### config.mk
export PLATFORM = sky130hd
export DESIGN_NAME = led_and_phy_control_regs
export DESIGN_NICKNAME = d
export VERILOG_FILES = /design/src/mgmt_regs_pkg.sv /design/src/link_indicator_drive.sv /design/src/led_and_phy_control_regs.sv
export SDC_FILE = /design/constraint.sdc
export NUM_CORES = 1
export LEC_CHECK = 0
export BUFFER_PORTS_ARGS = -buffer_cell sky130_fd_sc_hd__buf_4
export CAP_MARGIN = 5
export CORE_MARGIN = 3
export CORE_UTILIZATION = 55
export DETAILED_ROUTE_END_ITERATION = 12
export PLACE_DENSITY = 0.76
export SLEW_MARGIN = 10
export SYNTH_ARGS = -nofsm -noshare
export SYNTH_HDL_FRONTEND = slang
export SYNTH_SLANG_ARGS = --single-unit
### constraint.sdc
create_clock -name clk -period 5.8 [get_ports clk]
set_input_delay 0.29 -clock clk [delete_from_list [all_inputs] [get_ports clk]]
set_output_delay 0.29 -clock clk [all_outputs]
set_load 0.02 [all_outputs]
### src/mgmt_regs_pkg.sv
// Constants, layouts and types shared by the indicator and transceiver control registers
`default_nettype none
package mgmt_regs_pkg;

  // ********************************************************
  // Register addresses and reset values
  // ********************************************************
  localparam logic [4:0]  IND_CTRL_ADDR   = 5'h18;
  localparam logic [4:0]  XCVR_CTRL_ADDR  = 5'h19;
  localparam logic [15:0] IND_CTRL_RESET  = 16'h0400;
  localparam logic [15:0] XCVR_CTRL_RESET = 16'h8000;

  // ********************************************************
  // Field layouts, bit 15 first
  // ********************************************************
  typedef struct packed {
    logic [4:0] rsvd_15_11;
    logic [1:0] blink_rate;
    logic       rsvd_8;
    logic       active_level;
    logic [1:0] rsvd_6_5;
    logic       manual_sel;
    logic [1:0] rsvd_3_2;
    logic       manual_value;
    logic       rsvd_0;
  } indicator_control_t;

  typedef struct packed {
    logic       auto_xover;
    logic       force_xover;
    logic       pause_rx;
    logic       pause_tx;
    logic       link_fd100;
    logic [2:0] rsvd_10_8;
    logic       stretch_bypass;
    logic       rsvd_6;
    logic       config_sel;
    logic [4:0] mgmt_addr;
  } transceiver_control_t;

  // Status handed in by the transceiver core, same clock domain
  typedef struct packed {
    logic       link_up;
    logic       activity;
    logic       an_complete;
    logic       hcd_100tx;
    logic       hcd_full_duplex;
    logic [1:0] local_pause;
    logic [1:0] partner_pause;
  } core_status_t;

  // ********************************************************
  // Management frame format
  // ********************************************************
  localparam logic [1:0] OP_READ       = 2'h2;
  localparam logic [1:0] OP_WRITE      = 2'h1;
  localparam logic [5:0] PREAMBLE_LEN  = 6'h20;
  localparam logic [4:0] HDR_LAST      = 5'h0B;
  localparam logic [4:0] WR_LAST       = 5'h11;
  localparam logic [4:0] RD_LAST_DATA  = 5'h10;
  localparam int unsigned PAUSE_SYM    = 0;
  localparam int unsigned PAUSE_ASYM   = 1;

  // ********************************************************
  // Blink timing
  // ********************************************************
  localparam int unsigned CLK_HZ              = 20_000_000;
  localparam int unsigned BLINK_UNIT_MS       = 50;
  localparam int unsigned BLINK_TICK_CYCLES_DEF = CLK_HZ / 1000 * BLINK_UNIT_MS;
  localparam int unsigned BLINK_0_MS          = 50;
  localparam int unsigned BLINK_1_MS          = 100;
  localparam int unsigned BLINK_2_MS          = 200;
  localparam int unsigned BLINK_3_MS          = 500;
  localparam logic [3:0]  BLINK_0_TICKS       = 4'(BLINK_0_MS / BLINK_UNIT_MS);
  localparam logic [3:0]  BLINK_1_TICKS       = 4'(BLINK_1_MS / BLINK_UNIT_MS);
  localparam logic [3:0]  BLINK_2_TICKS       = 4'(BLINK_2_MS / BLINK_UNIT_MS);
  localparam logic [3:0]  BLINK_3_TICKS       = 4'(BLINK_3_MS / BLINK_UNIT_MS);

endpackage
`default_nettype wire

### src/link_indicator_drive.sv
// Link indicator pin driver: blink timer, pulse stretching, level and manual forcing
`default_nettype none
module link_indicator_drive import mgmt_regs_pkg::*; #(
  parameter int unsigned BLINK_TICK_CYCLES = BLINK_TICK_CYCLES_DEF
) (
  // Clock and reset
  input  wire logic       clk,
  input  wire logic       rst_b,
  // Settings
  input  wire logic [1:0] blink_rate,
  input  wire logic       active_level,
  input  wire logic       manual_sel,
  input  wire logic       manual_value,
  input  wire logic       stretch_bypass,
  // Core state
  input  wire logic       link_up,
  input  wire logic       activity,
  // Pin
  output logic            link_indicator_pin
);

  // ********************************************************
  // Blink phase timer
  // ********************************************************
  logic [19:0] tick_cnt_q;
  logic [3:0]  phase_cnt_q;
  logic        phase_off_q;
  logic        act_seen_q;
  logic        act_hold_q;
  logic        pin_q;

  wire         tick_done  = (tick_cnt_q == 20'(BLINK_TICK_CYCLES - 1));
  // phase length select
  wire [3:0]   phase_len  = (blink_rate == 2'h0) ? BLINK_0_TICKS :
                            (blink_rate == 2'h1) ? BLINK_1_TICKS :
                            (blink_rate == 2'h2) ? BLINK_2_TICKS : BLINK_3_TICKS;
  // Rate change mid-phase ends the phase early rather than waiting a wrap
  wire         phase_done = tick_done && (phase_cnt_q >= phase_len - 4'h1);
  wire         new_period = phase_done && phase_off_q;

  always_ff @(posedge clk) begin
    if (!rst_b) begin
      tick_cnt_q  <= '0;
      phase_cnt_q <= '0;
      phase_off_q <= 1'b0;
    end else begin
      tick_cnt_q  <= tick_done ? '0 : tick_cnt_q + 20'h1;
      phase_cnt_q <= phase_done ? '0 : (tick_done ? phase_cnt_q + 4'h1 : phase_cnt_q);
      phase_off_q <= phase_done ? !phase_off_q : phase_off_q;
    end
  end

  // ********************************************************
  // Activity stretching and pin level
  // ********************************************************
  // stretch holds activity a full period
  always_ff @(posedge clk) begin
    if (!rst_b) begin
      act_seen_q <= 1'b0;
      act_hold_q <= 1'b0;
    end else begin
      // Capture clears the latch so one event holds exactly one period
      act_seen_q <= new_period ? 1'b0 : (act_seen_q || activity);
      act_hold_q <= new_period ? (act_seen_q || activity) : act_hold_q;
    end
  end

  // bypass shows raw internal state
  wire lamp_on = stretch_bypass ? (link_up && !activity)
                                : (link_up && !(act_hold_q && phase_off_q));
  // active level selects pin sense
  wire normal_level = active_level ? lamp_on : !lamp_on;
  // manual select overrides activity
  wire pin_d = manual_sel ? manual_value : normal_level;

  always_ff @(posedge clk) begin
    if (!rst_b) begin
      pin_q <= 1'b1;
    end else begin
      pin_q <= pin_d;
    end
  end

  assign link_indicator_pin = pin_q;

endmodule
`default_nettype wire

### src/led_and_phy_control_regs.sv
// Indicator and transceiver control registers behind the serial management port
`default_nettype none
//Contract
// blink rate code gives 50/100/200/500 ms
// active level from strap, write overrides
// level 0 active low, 1 high
// manual select drives pin from value
// manual value bit, read-write, resets 0
// auto crossover enable, strap default one
// force crossover swaps receive and transmit pairs
// pause receive status from advertised bits
// pause transmit status from advertised bits
// pause resolution only for full duplex
// link flag: negotiated 100 full duplex
// bypass bit skips indicator pulse stretching
// management address read-only, resets zero
// reserved bits read zero, ignore writes
module led_and_phy_control_regs import mgmt_regs_pkg::*; #(
  parameter int unsigned BLINK_TICK_CYCLES = BLINK_TICK_CYCLES_DEF
) (
  // Clock and reset
  input  wire logic         clk,
  input  wire logic         rst_b,
  // Management serial port
  input  wire logic         mdc,
  input  wire logic         mdio_in,
  output logic              mdio_out,
  output logic              mdio_oe_b,
  // Straps
  input  wire logic         strap_led_level,
  input  wire logic         strap_auto_xover,
  // Transceiver core
  input  wire core_status_t core_status,
  output logic              auto_crossover_enable,
  output logic              force_pair_crossover,
  output logic              indicator_config_sel,
  // Indicator pin
  output logic              link_indicator_pin
);

  typedef enum logic [2:0] {S_PRE, S_START, S_HDR, S_RD, S_WR} mgmt_state_t;

  // ********************************************************
  // Pin synchronisers
  // ********************************************************
  logic [3:0] pin_meta_q;
  logic [3:0] pin_sync_q;
  logic       mdc_prev_q;

  // Synchronisers run through reset so the straps are settled when it ends
  always_ff @(posedge clk) begin
    pin_meta_q <= {mdc, mdio_in, strap_led_level, strap_auto_xover};
    pin_sync_q <= pin_meta_q;
  end

  always_ff @(posedge clk) begin
    if (!rst_b) begin
      mdc_prev_q <= 1'b0;
    end else begin
      mdc_prev_q <= pin_sync_q[3];
    end
  end

  wire mdc_rise   = pin_sync_q[3] && !mdc_prev_q;
  wire mdio_bit   = pin_sync_q[2];
  wire strap_lvl  = pin_sync_q[1];
  wire strap_xovr = pin_sync_q[0];

  // ********************************************************
  // Frame engine state
  // ********************************************************
  mgmt_state_t          state_q;
  logic [5:0]           ones_q;
  logic [4:0]           cnt_q;
  logic [11:0]          hdr_q;
  logic [15:0]          sh_q;
  logic                 wr_ok_q;
  logic                 out_q;
  logic                 oe_b_q;
  indicator_control_t   ind_q;
  transceiver_control_t xcvr_q;
  logic                 strap_done_q;

  // Header after shift: op[11:10] addr[9:5] reg[4:0]
  wire [11:0] hdr_full  = {hdr_q[10:0], mdio_bit};
  wire [1:0]  hdr_op    = hdr_full[11:10];
  // answers only its own address
  wire        addr_hit  = (hdr_full[9:5] == xcvr_q.mgmt_addr);
  wire        go_read   = addr_hit && (hdr_op == OP_READ);
  wire        go_write  = addr_hit && (hdr_op == OP_WRITE);
  wire [4:0]  reg_sel   = hdr_q[4:0];
  // Unmapped registers read as zero
  wire [15:0] rd_data   = (reg_sel == IND_CTRL_ADDR)  ? ind_q  :
                          (reg_sel == XCVR_CTRL_ADDR) ? xcvr_q : 16'h0000;
  wire [15:0] wr_data   = {sh_q[14:0], mdio_bit};
  wire        wr_fire   = mdc_rise && (state_q == S_WR) && (cnt_q == WR_LAST) && wr_ok_q;
  wire        wr_ind    = wr_fire && (reg_sel == IND_CTRL_ADDR);
  wire        wr_xcvr   = wr_fire && (reg_sel == XCVR_CTRL_ADDR);
  wire indicator_control_t   wr_ind_f  = wr_data;
  wire transceiver_control_t wr_xcvr_f = wr_data;

  // ********************************************************
  // Frame engine: sampled on each management clock rise
  // ********************************************************
  // A full preamble is needed before every frame; no preamble suppression
  always_ff @(posedge clk) begin
    if (!rst_b) begin
      state_q <= S_PRE;
      ones_q  <= '0;
      cnt_q   <= '0;
      hdr_q   <= '0;
      sh_q    <= '0;
      wr_ok_q <= 1'b0;
      out_q   <= 1'b1;
      oe_b_q  <= 1'b1;
    end else if (mdc_rise) begin
      unique case (state_q)
        S_PRE: begin
          if (mdio_bit) begin
            ones_q <= (ones_q == PREAMBLE_LEN) ? ones_q : ones_q + 6'h1;
          end else begin
            ones_q  <= '0;
            state_q <= (ones_q == PREAMBLE_LEN) ? S_START : S_PRE;
          end
        end
        S_START: begin
          cnt_q   <= '0;
          state_q <= mdio_bit ? S_HDR : S_PRE;
        end
        S_HDR: begin
          hdr_q <= hdr_full;
          cnt_q <= (cnt_q == HDR_LAST) ? '0 : cnt_q + 5'h1;
          if (cnt_q == HDR_LAST) begin
            state_q <= go_read ? S_RD : S_WR;
            wr_ok_q <= go_write;
          end
        end
        S_RD: begin
          cnt_q <= cnt_q + 5'h1;
          if (cnt_q == 5'h0) begin
            out_q  <= 1'b0;
            oe_b_q <= 1'b0;
            sh_q   <= rd_data;
          end else if (cnt_q <= RD_LAST_DATA) begin
            out_q <= sh_q[15];
            sh_q  <= {sh_q[14:0], 1'b0};
          end else begin
            out_q   <= 1'b1;
            oe_b_q  <= 1'b1;
            state_q <= S_PRE;
          end
        end
        S_WR: begin
          sh_q    <= wr_data;
          cnt_q   <= cnt_q + 5'h1;
          state_q <= (cnt_q == WR_LAST) ? S_PRE : S_WR;
        end
      endcase
    end
  end

  // ********************************************************
  // Status resolution
  // ********************************************************
  wire lp = core_status.local_pause[PAUSE_SYM];
  wire la = core_status.local_pause[PAUSE_ASYM];
  wire rp = core_status.partner_pause[PAUSE_SYM];
  wire ra = core_status.partner_pause[PAUSE_ASYM];
  wire an_fd = core_status.an_complete && core_status.hcd_full_duplex;
  // honour received pause frames
  wire pause_rx_d = an_fd && ((lp && rp) || (lp && la && !rp && ra));
  // send pause frames
  wire pause_tx_d = an_fd && ((lp && rp) || (!lp && la && rp && ra));
  // negotiated 100 full duplex link
  wire link_fd100_d = an_fd && core_status.hcd_100tx && core_status.link_up;

  // ********************************************************
  // Register storage
  // ********************************************************
  // Reserved fields are never loaded so they stay at their zero reset
  always_ff @(posedge clk) begin
    if (!rst_b) begin
      ind_q        <= IND_CTRL_RESET;
      strap_done_q <= 1'b0;
    end else begin
      strap_done_q <= 1'b1;
      // strap caught after reset release
      if (!strap_done_q) begin
        ind_q.active_level <= strap_lvl;
      end
      // only defined fields take writes
      if (wr_ind) begin
        // blink rate store
        ind_q.blink_rate   <= wr_ind_f.blink_rate;
        // write overrides strap
        ind_q.active_level <= wr_ind_f.active_level;
        ind_q.manual_sel   <= wr_ind_f.manual_sel;
        // manual value store
        ind_q.manual_value <= wr_ind_f.manual_value;
      end
    end
  end

  always_ff @(posedge clk) begin
    if (!rst_b) begin
      xcvr_q <= XCVR_CTRL_RESET;
    end else begin
      // gated by full duplex above
      xcvr_q.pause_rx   <= pause_rx_d;
      xcvr_q.pause_tx   <= pause_tx_d;
      xcvr_q.link_fd100 <= link_fd100_d;
      // strap sets crossover default
      if (!strap_done_q) begin
        xcvr_q.auto_xover <= strap_xovr;
      end
      // address field takes no write
      if (wr_xcvr) begin
        xcvr_q.auto_xover     <= wr_xcvr_f.auto_xover;
        // force crossover store
        xcvr_q.force_xover    <= wr_xcvr_f.force_xover;
        xcvr_q.stretch_bypass <= wr_xcvr_f.stretch_bypass;
        xcvr_q.config_sel     <= wr_xcvr_f.config_sel;
      end
    end
  end

  // ********************************************************
  // Outputs
  // ********************************************************
  assign mdio_out              = out_q;
  assign mdio_oe_b             = oe_b_q;
  // enable seen by negotiation
  assign auto_crossover_enable = xcvr_q.auto_xover;
  // pair swap to the line side
  assign force_pair_crossover  = xcvr_q.force_xover;
  assign indicator_config_sel  = xcvr_q.config_sel;

  link_indicator_drive #(
    .BLINK_TICK_CYCLES (BLINK_TICK_CYCLES)
  ) u_indicator (
    .clk                (clk),
    .rst_b              (rst_b),
    .blink_rate         (ind_q.blink_rate),
    .active_level       (ind_q.active_level),
    .manual_sel         (ind_q.manual_sel),
    .manual_value       (ind_q.manual_value),
    .stretch_bypass     (xcvr_q.stretch_bypass),
    .link_up            (core_status.link_up),
    .activity           (core_status.activity),
    .link_indicator_pin (link_indicator_pin)
  );

endmodule
`default_nettype wire

==> results.cfg, run 1 <==
[outcome]
outcome = finished clean

[pwr]
ir_worst_vdd_mv = 0.1494
p_leak_uw = 0.001848
swShare = 0.2155
switchingPower_uw = 265.7
seq_power_share = 0.539
p_int_uw = 967.3
total_power_uw = 1233
power_frac_comb = 0.043
p_per_area_nw_per_um2 = 269.3
clock_power_share = 0.418

[placement]
placedCellCount = 549
place.port_buffers = 20
gp_congestion = 0.7887
dpl_cell_area_um2 = 4338
dp_hpwl_mm = 5.176

[layout]
stdcell_count = 565
fillers = 606
nNetsFinal = 493
fin_area_um2 = 4579
drive_gt1_frac = 0.1002
multi_input_area_um2 = 2141
seq_area_um2 = 1882
area_delta_synth_final_pct = 10.64
num_antenna_cells = 0

[timing]
setup_viol = 0
fin_crit_sh = 0.4246
slew_violations = 0
skew_ns = 0.009445
tns_ns = 0
whs_ns = 0.03993
fin_crit_ns = 2.463
tightest_slew_ns = 1.179
max_slew_margin = 0.2090
grt_setup_unrepaired = false
finalHoldViolations = 0
max_freq_mhz = 406.0

[setup_path]
rr_endpoint = sh_q[2]$_SDFFE_PN0P_
path_cells = inv_1, ha_1, nand2_1, ha_1, and4bb_2, o21ai_1, nand2_1, a21boi_0
crit_fanout = 16
path_buf_inv = 1
r2r_cells = 8
arrival_ns = 2.73
r2r_slack_ns = 3.34
critical_path_class = flip-flop to flip-flop
crit_required_ns = 6.07
cp-end-kind = flip-flop
cp_top_family = compound AO/OA/AOI/OAI gates
start_kind = flip-flop
cpPeakStageDelay_ns = 0.90
r2r_start = cnt_q[0]$_SDFFE_PN0P_
cpMaxStageDelayCell = o21ai_1

[synth]
yosys_warnings = 0
synthFlopType = dfxtp_1
ys_seq_area_frac = 0.4547
synth_edf_count = 0
synth_seq_cells = 94
yosys.cell_types.count = 53
synthCells = 449
synth-async-reset-ratio = 0
synth_nets = 478
syn_area_um2 = 4139
synth.avg_cell_area_um2 = 9.218

[clock_tree]
ctsHoldBuffers = 0
cts_buffers = 9
path_clk_slew_ns = 0.09
cts_max_level = 3
clk_path_buf_depth = 2
cts_tree = done
clk_latency_ns = 0.35
clkSinkCount = 94
post_cts_buffers = 0
cts_resized = 0
cts_root_buffer = clkbuf_8

[floorplan]
io_pins = 21
core.rowCount = 30
die_w_um = 92.75
core-area_um2 = 7057
start_util = 0.5865
die-area_um2 = 8603
die_h_um = 92.75

[job]
drv_cap = 0

[routing]
drt_wl_total_mm = 7.604
drc = 0
vias_per_cell = 5.515
ant_nets = 0
wl_per_cell_um = 13.46
dr.first_iter.drc_count = 172
drt_first_pass_iters = 4
vias = 3116

[grt]
antenna_found_initial = 0
grt_first_pass_wirelength_mm = 13.21
overflow = 0
grt_use_total = 0.1879
grt_max_degree = 63
grt_pass1_vias = 2935

[min_path]
min_to = pin_meta_q[2]$_DFF_P_
whs_path_depth = 1
holdCritStartpoint = mdio_in
worstHoldPathType = input port to flip-flop
==> how the worst max path moves through the flow <==
stage,start,endpoint,slack [ns],cells after the start
2_1_floorplan,ind_q[9]$_SDFFE_PN0P_,u_indicator.phase_cnt_q[0]$_SDFFE_PP0P_,3.67,7
3_5_place_dp,cnt_q[0]$_SDFFE_PN0P_,sh_q[2]$_SDFFE_PN0P_,3.35,8
5_1_grt,cnt_q[0]$_SDFFE_PN0P_,sh_q[3]$_SDFFE_PN0P_,3.14,8
3_3_place_gp,cnt_q[0]$_SDFFE_PN0P_,sh_q[0]$_SDFFE_PN0P_,3.53,8
4_1_cts,cnt_q[0]$_SDFFE_PN0P_,sh_q[2]$_SDFFE_PN0P_,3.34,8
6_report,cnt_q[0]$_SDFFE_PN0P_,sh_q[2]$_SDFFE_PN0P_,3.34,8
==> layer usage <==
| layer | part of all wire | track usage |
|---|---|---|
| met1 | 0.47 | 0.2378 |
| met2 | 0.48 | 0.3160 |
| met3 | 0.037 | 0.05037 |
| met4 | 0.011 | 0.05128 |
| met5 | 0 | 0 |
==> state kept, by name, summed over array words and instances (netlist names), 3 cells and up <==
register	count
u_indicator.tick_cnt_q	20
sh_q	16
hdr_q	11
ones_q	6
cnt_q	5
ind_q	5
pin_meta_q	4
pin_sync_q	4
u_indicator.phase_cnt_q	4
xcvr_q	4
state_q	3
==> through the flow <==
step                      setup slack [ns]  utilization
after floorplan                      3.674            -
after global placement               3.527       0.6147
after detailed placement             3.349       0.6147
after CTS                            3.342       0.6489
after global routing                 3.136       0.6489
final                                3.337       0.6489
==> cells in the mapped netlist (2+ instances only) <==
cell type,number,area (µm²)
a221oi_1,11,96.34
nand3_1,21,105.1
o211ai_1,4,30.03
or3_1,2,12.51
nand2_1,38,142.6
nor2b_1,22,137.6
nor4bb_1,2,20.02
o21ai_0,17,85.08
dfxtp_1,94,1882
o311ai_0,2,17.52
nor4_1,5,31.28
a21boi_0,8,60.06
o22ai_1,2,12.51
or2_2,3,18.77
ha_1,14,175.2
clkbuf_1,12,45.04
buf_2,3,15.01
nand2b_1,8,50.05
nand4_1,9,56.30
and2_1,3,18.77
inv_1,12,45.04
nor3_1,5,25.02
nor2_1,57,214.0
xnor2_1,11,96.34
and3_1,7,43.79
xor2_1,17,148.9
o21ai_1,2,10.01
a21oi_1,6,30.03
mux2i_1,24,240.2
nor3b_1,4,30.03
a32o_1,2,20.02
==> kinds of logic (layout without fill, tap and decap cells) <==
| kind of cell | after synthesis | count (layout) | synth area share |
|---|---|---|---|
| AO/OA/AOI/OAI | 63 | 63 | 0.1082 |
| XOR/XNOR | 28 | 28 | 0.05925 |
| adder cells (fa/ha/maj) | 14 | 14 | 0.04232 |
| multiplexers | 25 | 25 | 0.06076 |
| other | 1 | 1 | 0.0009060 |
| buffers and inverters | 28 | 48 | 0.02811 |
| flip-flops | 94 | 94 | 0.4547 |
| AND/OR/NAND/NOR | 196 | 196 | 0.2458 |
==> cell usage in the layout, fill, tap and decap left out, types with 9 or more instances in the layout <==
master,instances
a221oi_1,11
buf_4,20
clkbuf_8,9
dfxtp_1,94
ha_1,14
inv_1,12
mux2i_1,24
nand2_1,38
nand3_1,21
nand4_1,9
nor2_1,57
nor2b_1,22
o21ai_0,17
xnor2_1,11
xor2_1,17
==> cell type report <==
class	count	share of cell area
inverter	12	0.009836
clock inverter	7	0.02568
clock buffer	9	0.02705
tap	96	0.02623
sequential	94	0.4109
timing repair buffer	20	0.03279
multi-input combinational	327	0.4675
==> worst register-to-register path: stages (launching register included) <==
cell and delay (ns):
dfxtp_1 0.42, inv_1 0.07, ha_1 0.20, nand2_1 0.10, ha_1 0.15, and4bb_2 0.24, o21ai_1 0.90, nand2_1 0.12
a21boi_0 0.19
==> power by group through the flow <==
| stage | Combinational, µW | Clock [µW] | Sequential, µW |
|---|---|---|---|
| detailed placement | 53.5 | 0 | 679 |
| global placement | 52.3 | 0 | 679 |
| floorplan | 37.3 | 0 | 677 |
| CTS | 54.0 | 528 | 664 |
| global route | 60.8 | 553 | 666 |
| finish | 53.5 | 515 | 665 |
(Power assumes the default switching activity.)
==> run 2: changes to the inputs <==
clock period = 2.4 ns   (was 5.8 ns; I/O delays follow)
==> results.cfg, run 2 (synthesis results as in run 1) <==
[routing]
wl_per_cell_um = 13.69
drt_wl_total_mm = 7.927
vias = 3226
vias_per_cell = 5.572
dr.first_iter.drc_count = 187
ant_nets = 0
drc = 0
drt_first_pass_iters = 4

[layout]
nNetsFinal = 507
drive_gt1_frac = 0.1180
final_common_cell = dfxtp_1
largest_reg_flops = 20
fin_area_um2 = 4716
top_regs = u_indicator.tick_cnt_q x20, sh_q x16, hdr_q x11
layout_common_cells = dfxtp_1, nor2_1, nand2_1
stdcell_count = 579
num_antenna_cells = 0
area_delta_synth_final_pct = 13.94
largest_register = u_indicator.tick_cnt_q

[floorplan]
core.rowCount = 30
die_w_um = 92.75
die_h_um = 92.75
die-area_um2 = 8603
core-area_um2 = 7057
start_util = 0.5865
io_pins = 21

[clock_tree]
cts_root_buffer = clkbuf_8
cts_buffers = 9
clk_latency_ns = 0.36
cts_tree = done
cts_max_level = 3
path_clk_slew_ns = 0.09
post_cts_buffers = 0
clkSinkCount = 94
clk_path_buf_depth = 2

[timing]
finalHoldViolations = 0
whs_ns = 0.04205
tns_ns = 0
max_slew_margin = 0.5393
fin_crit_ns = 2.211
fin_crit_sh = 0.9211
skew_ns = 0.008399
setup_slack_ns = 0.1893
slew_violations = 0
grt_setup_unrepaired = false
setup_viol = 0
tightest_slew_ns = 0.6858
max_freq_mhz = 452.4

[placement]
dp_slack_ns = 0.1936
place.port_buffers = 20
gp_congestion = 0.8269
dpl_cell_area_um2 = 4398
placedCellCount = 557
dp_hpwl_mm = 5.396

[setup_path]
endpoint = u_indicator.phase_cnt_q[0]$_SDFFE_PP0P_
cp-end-kind = flip-flop
r2r_slack_ns = 0.19
arrival_ns = 2.49
start_kind = flip-flop
critical_path_class = flip-flop to flip-flop
r2r_start = ind_q[9]$_SDFFE_PN0P_
crit_fanout = 5
rr_endpoint = u_indicator.phase_cnt_q[0]$_SDFFE_PP0P_
crit_required_ns = 2.68
r2r_cells = 7
critPathLaunch = ind_q[9]$_SDFFE_PN0P_

[outcome]
outcome = finished clean

[pwr]
p_per_area_nw_per_um2 = 619.8
clock_power_share = 0.401
p_int_uw = 2297
swShare = 0.2142
ir_worst_vdd_mv = 0.3550
p_leak_uw = 0.001908
power_frac_comb = 0.050
switchingPower_uw = 625.9
seq_power_share = 0.549

[grt]
grt_use_total = 0.1961
overflow = 0
antenna_found_initial = 0
grt_first_pass_wirelength_mm = 13.70
grt_pass1_vias = 3139
grt_max_degree = 63

[job]
drv_cap = 0

[min_path]
worstHoldPathType = input port to flip-flop
[run 2: changes by cell type in the layout (fill, tap and decap cells not counted), sizes merged]
cell,delta
buf,+8
bufinv,-1
clkbuf,+2
clkinvlp,+1
dlygate4sd3,+6
inv,-2
[run 2: repair_timing]
item | in CTS | in global routing
endpoints found under the setup margin | 0 | 4
hold buffers | 5 | 1
hold endpoints to repair | 5 | 1
resized for setup | 0 | 3
[run 2: layout make-up]
| cell class | instances | area (µm²) |
|---|---|---|
| Tap cell | 96 | 120.1 |
| Inverter | 12 | 45.04 |
| Timing Repair Buffer | 34 | 270.3 |
| Fill cell | 610 | 2341 |
| Clock inverter | 5 | 81.33 |
| Clock buffer | 11 | 151.4 |
| Multi-Input combinational cell | 327 | 2166 |
| Sequential cell | 94 | 1882 |
[run 2: per-stage QoR]
stage	util	total power, µW
finish	0.6683	2923
global route	0.6683	3042
CTS	0.6633	2939
detailed placement	0.6232	1778
global placement	0.6232	1772
floorplan	-	1726
[run 2: layer usage]
layer,share of wire,global-route usage,vias to the layer above
met3,0.035,0.06093,10
met4,0.011,0.06716,0
met1,0.46,0.2412,1533
met2,0.49,0.3251,59
met5,0,0,-
li1,-,-,1624
[run 2: how the worst min path moves through the flow]
stage | start | endpoint | slack, ns | depth (start not counted)
finish | core_status[0] | xcvr_q[12]$_SDFF_PN0_ | 0.04 | 2
global route | core_status[0] | xcvr_q[12]$_SDFF_PN0_ | 0.03 | 2
CTS | core_status[8] | xcvr_q[11]$_SDFF_PN0_ | 0.003 | 3
detailed placement | mdc | pin_meta_q[3]$_DFF_P_ | 0.23 | 1
global placement | strap_auto_xover | pin_meta_q[0]$_DFF_P_ | 0.23 | 1
floorplan | strap_auto_xover | pin_meta_q[0]$_DFF_P_ | 0.15 | 0
[run 2: worst max-delay path, stage by stage (launching register included)]
cell       delay, ns
dfxtp_1         0.35
or2_2           0.30
ha_1            0.26
nand2b_1        0.18
a2111oi_4       0.41
nor2_1          0.11
or3_1           0.35
a21boi_0        0.18
[run 2: power by group through the flow]
stage	registers (µW)	clock network, µW	logic, µW
after floorplan	1640	0	90.1
after global placement	1640	0	132
after detailed placement	1640	0	136
after CTS	1610	1190	143
after global routing	1610	1270	162
final	1610	1170	145
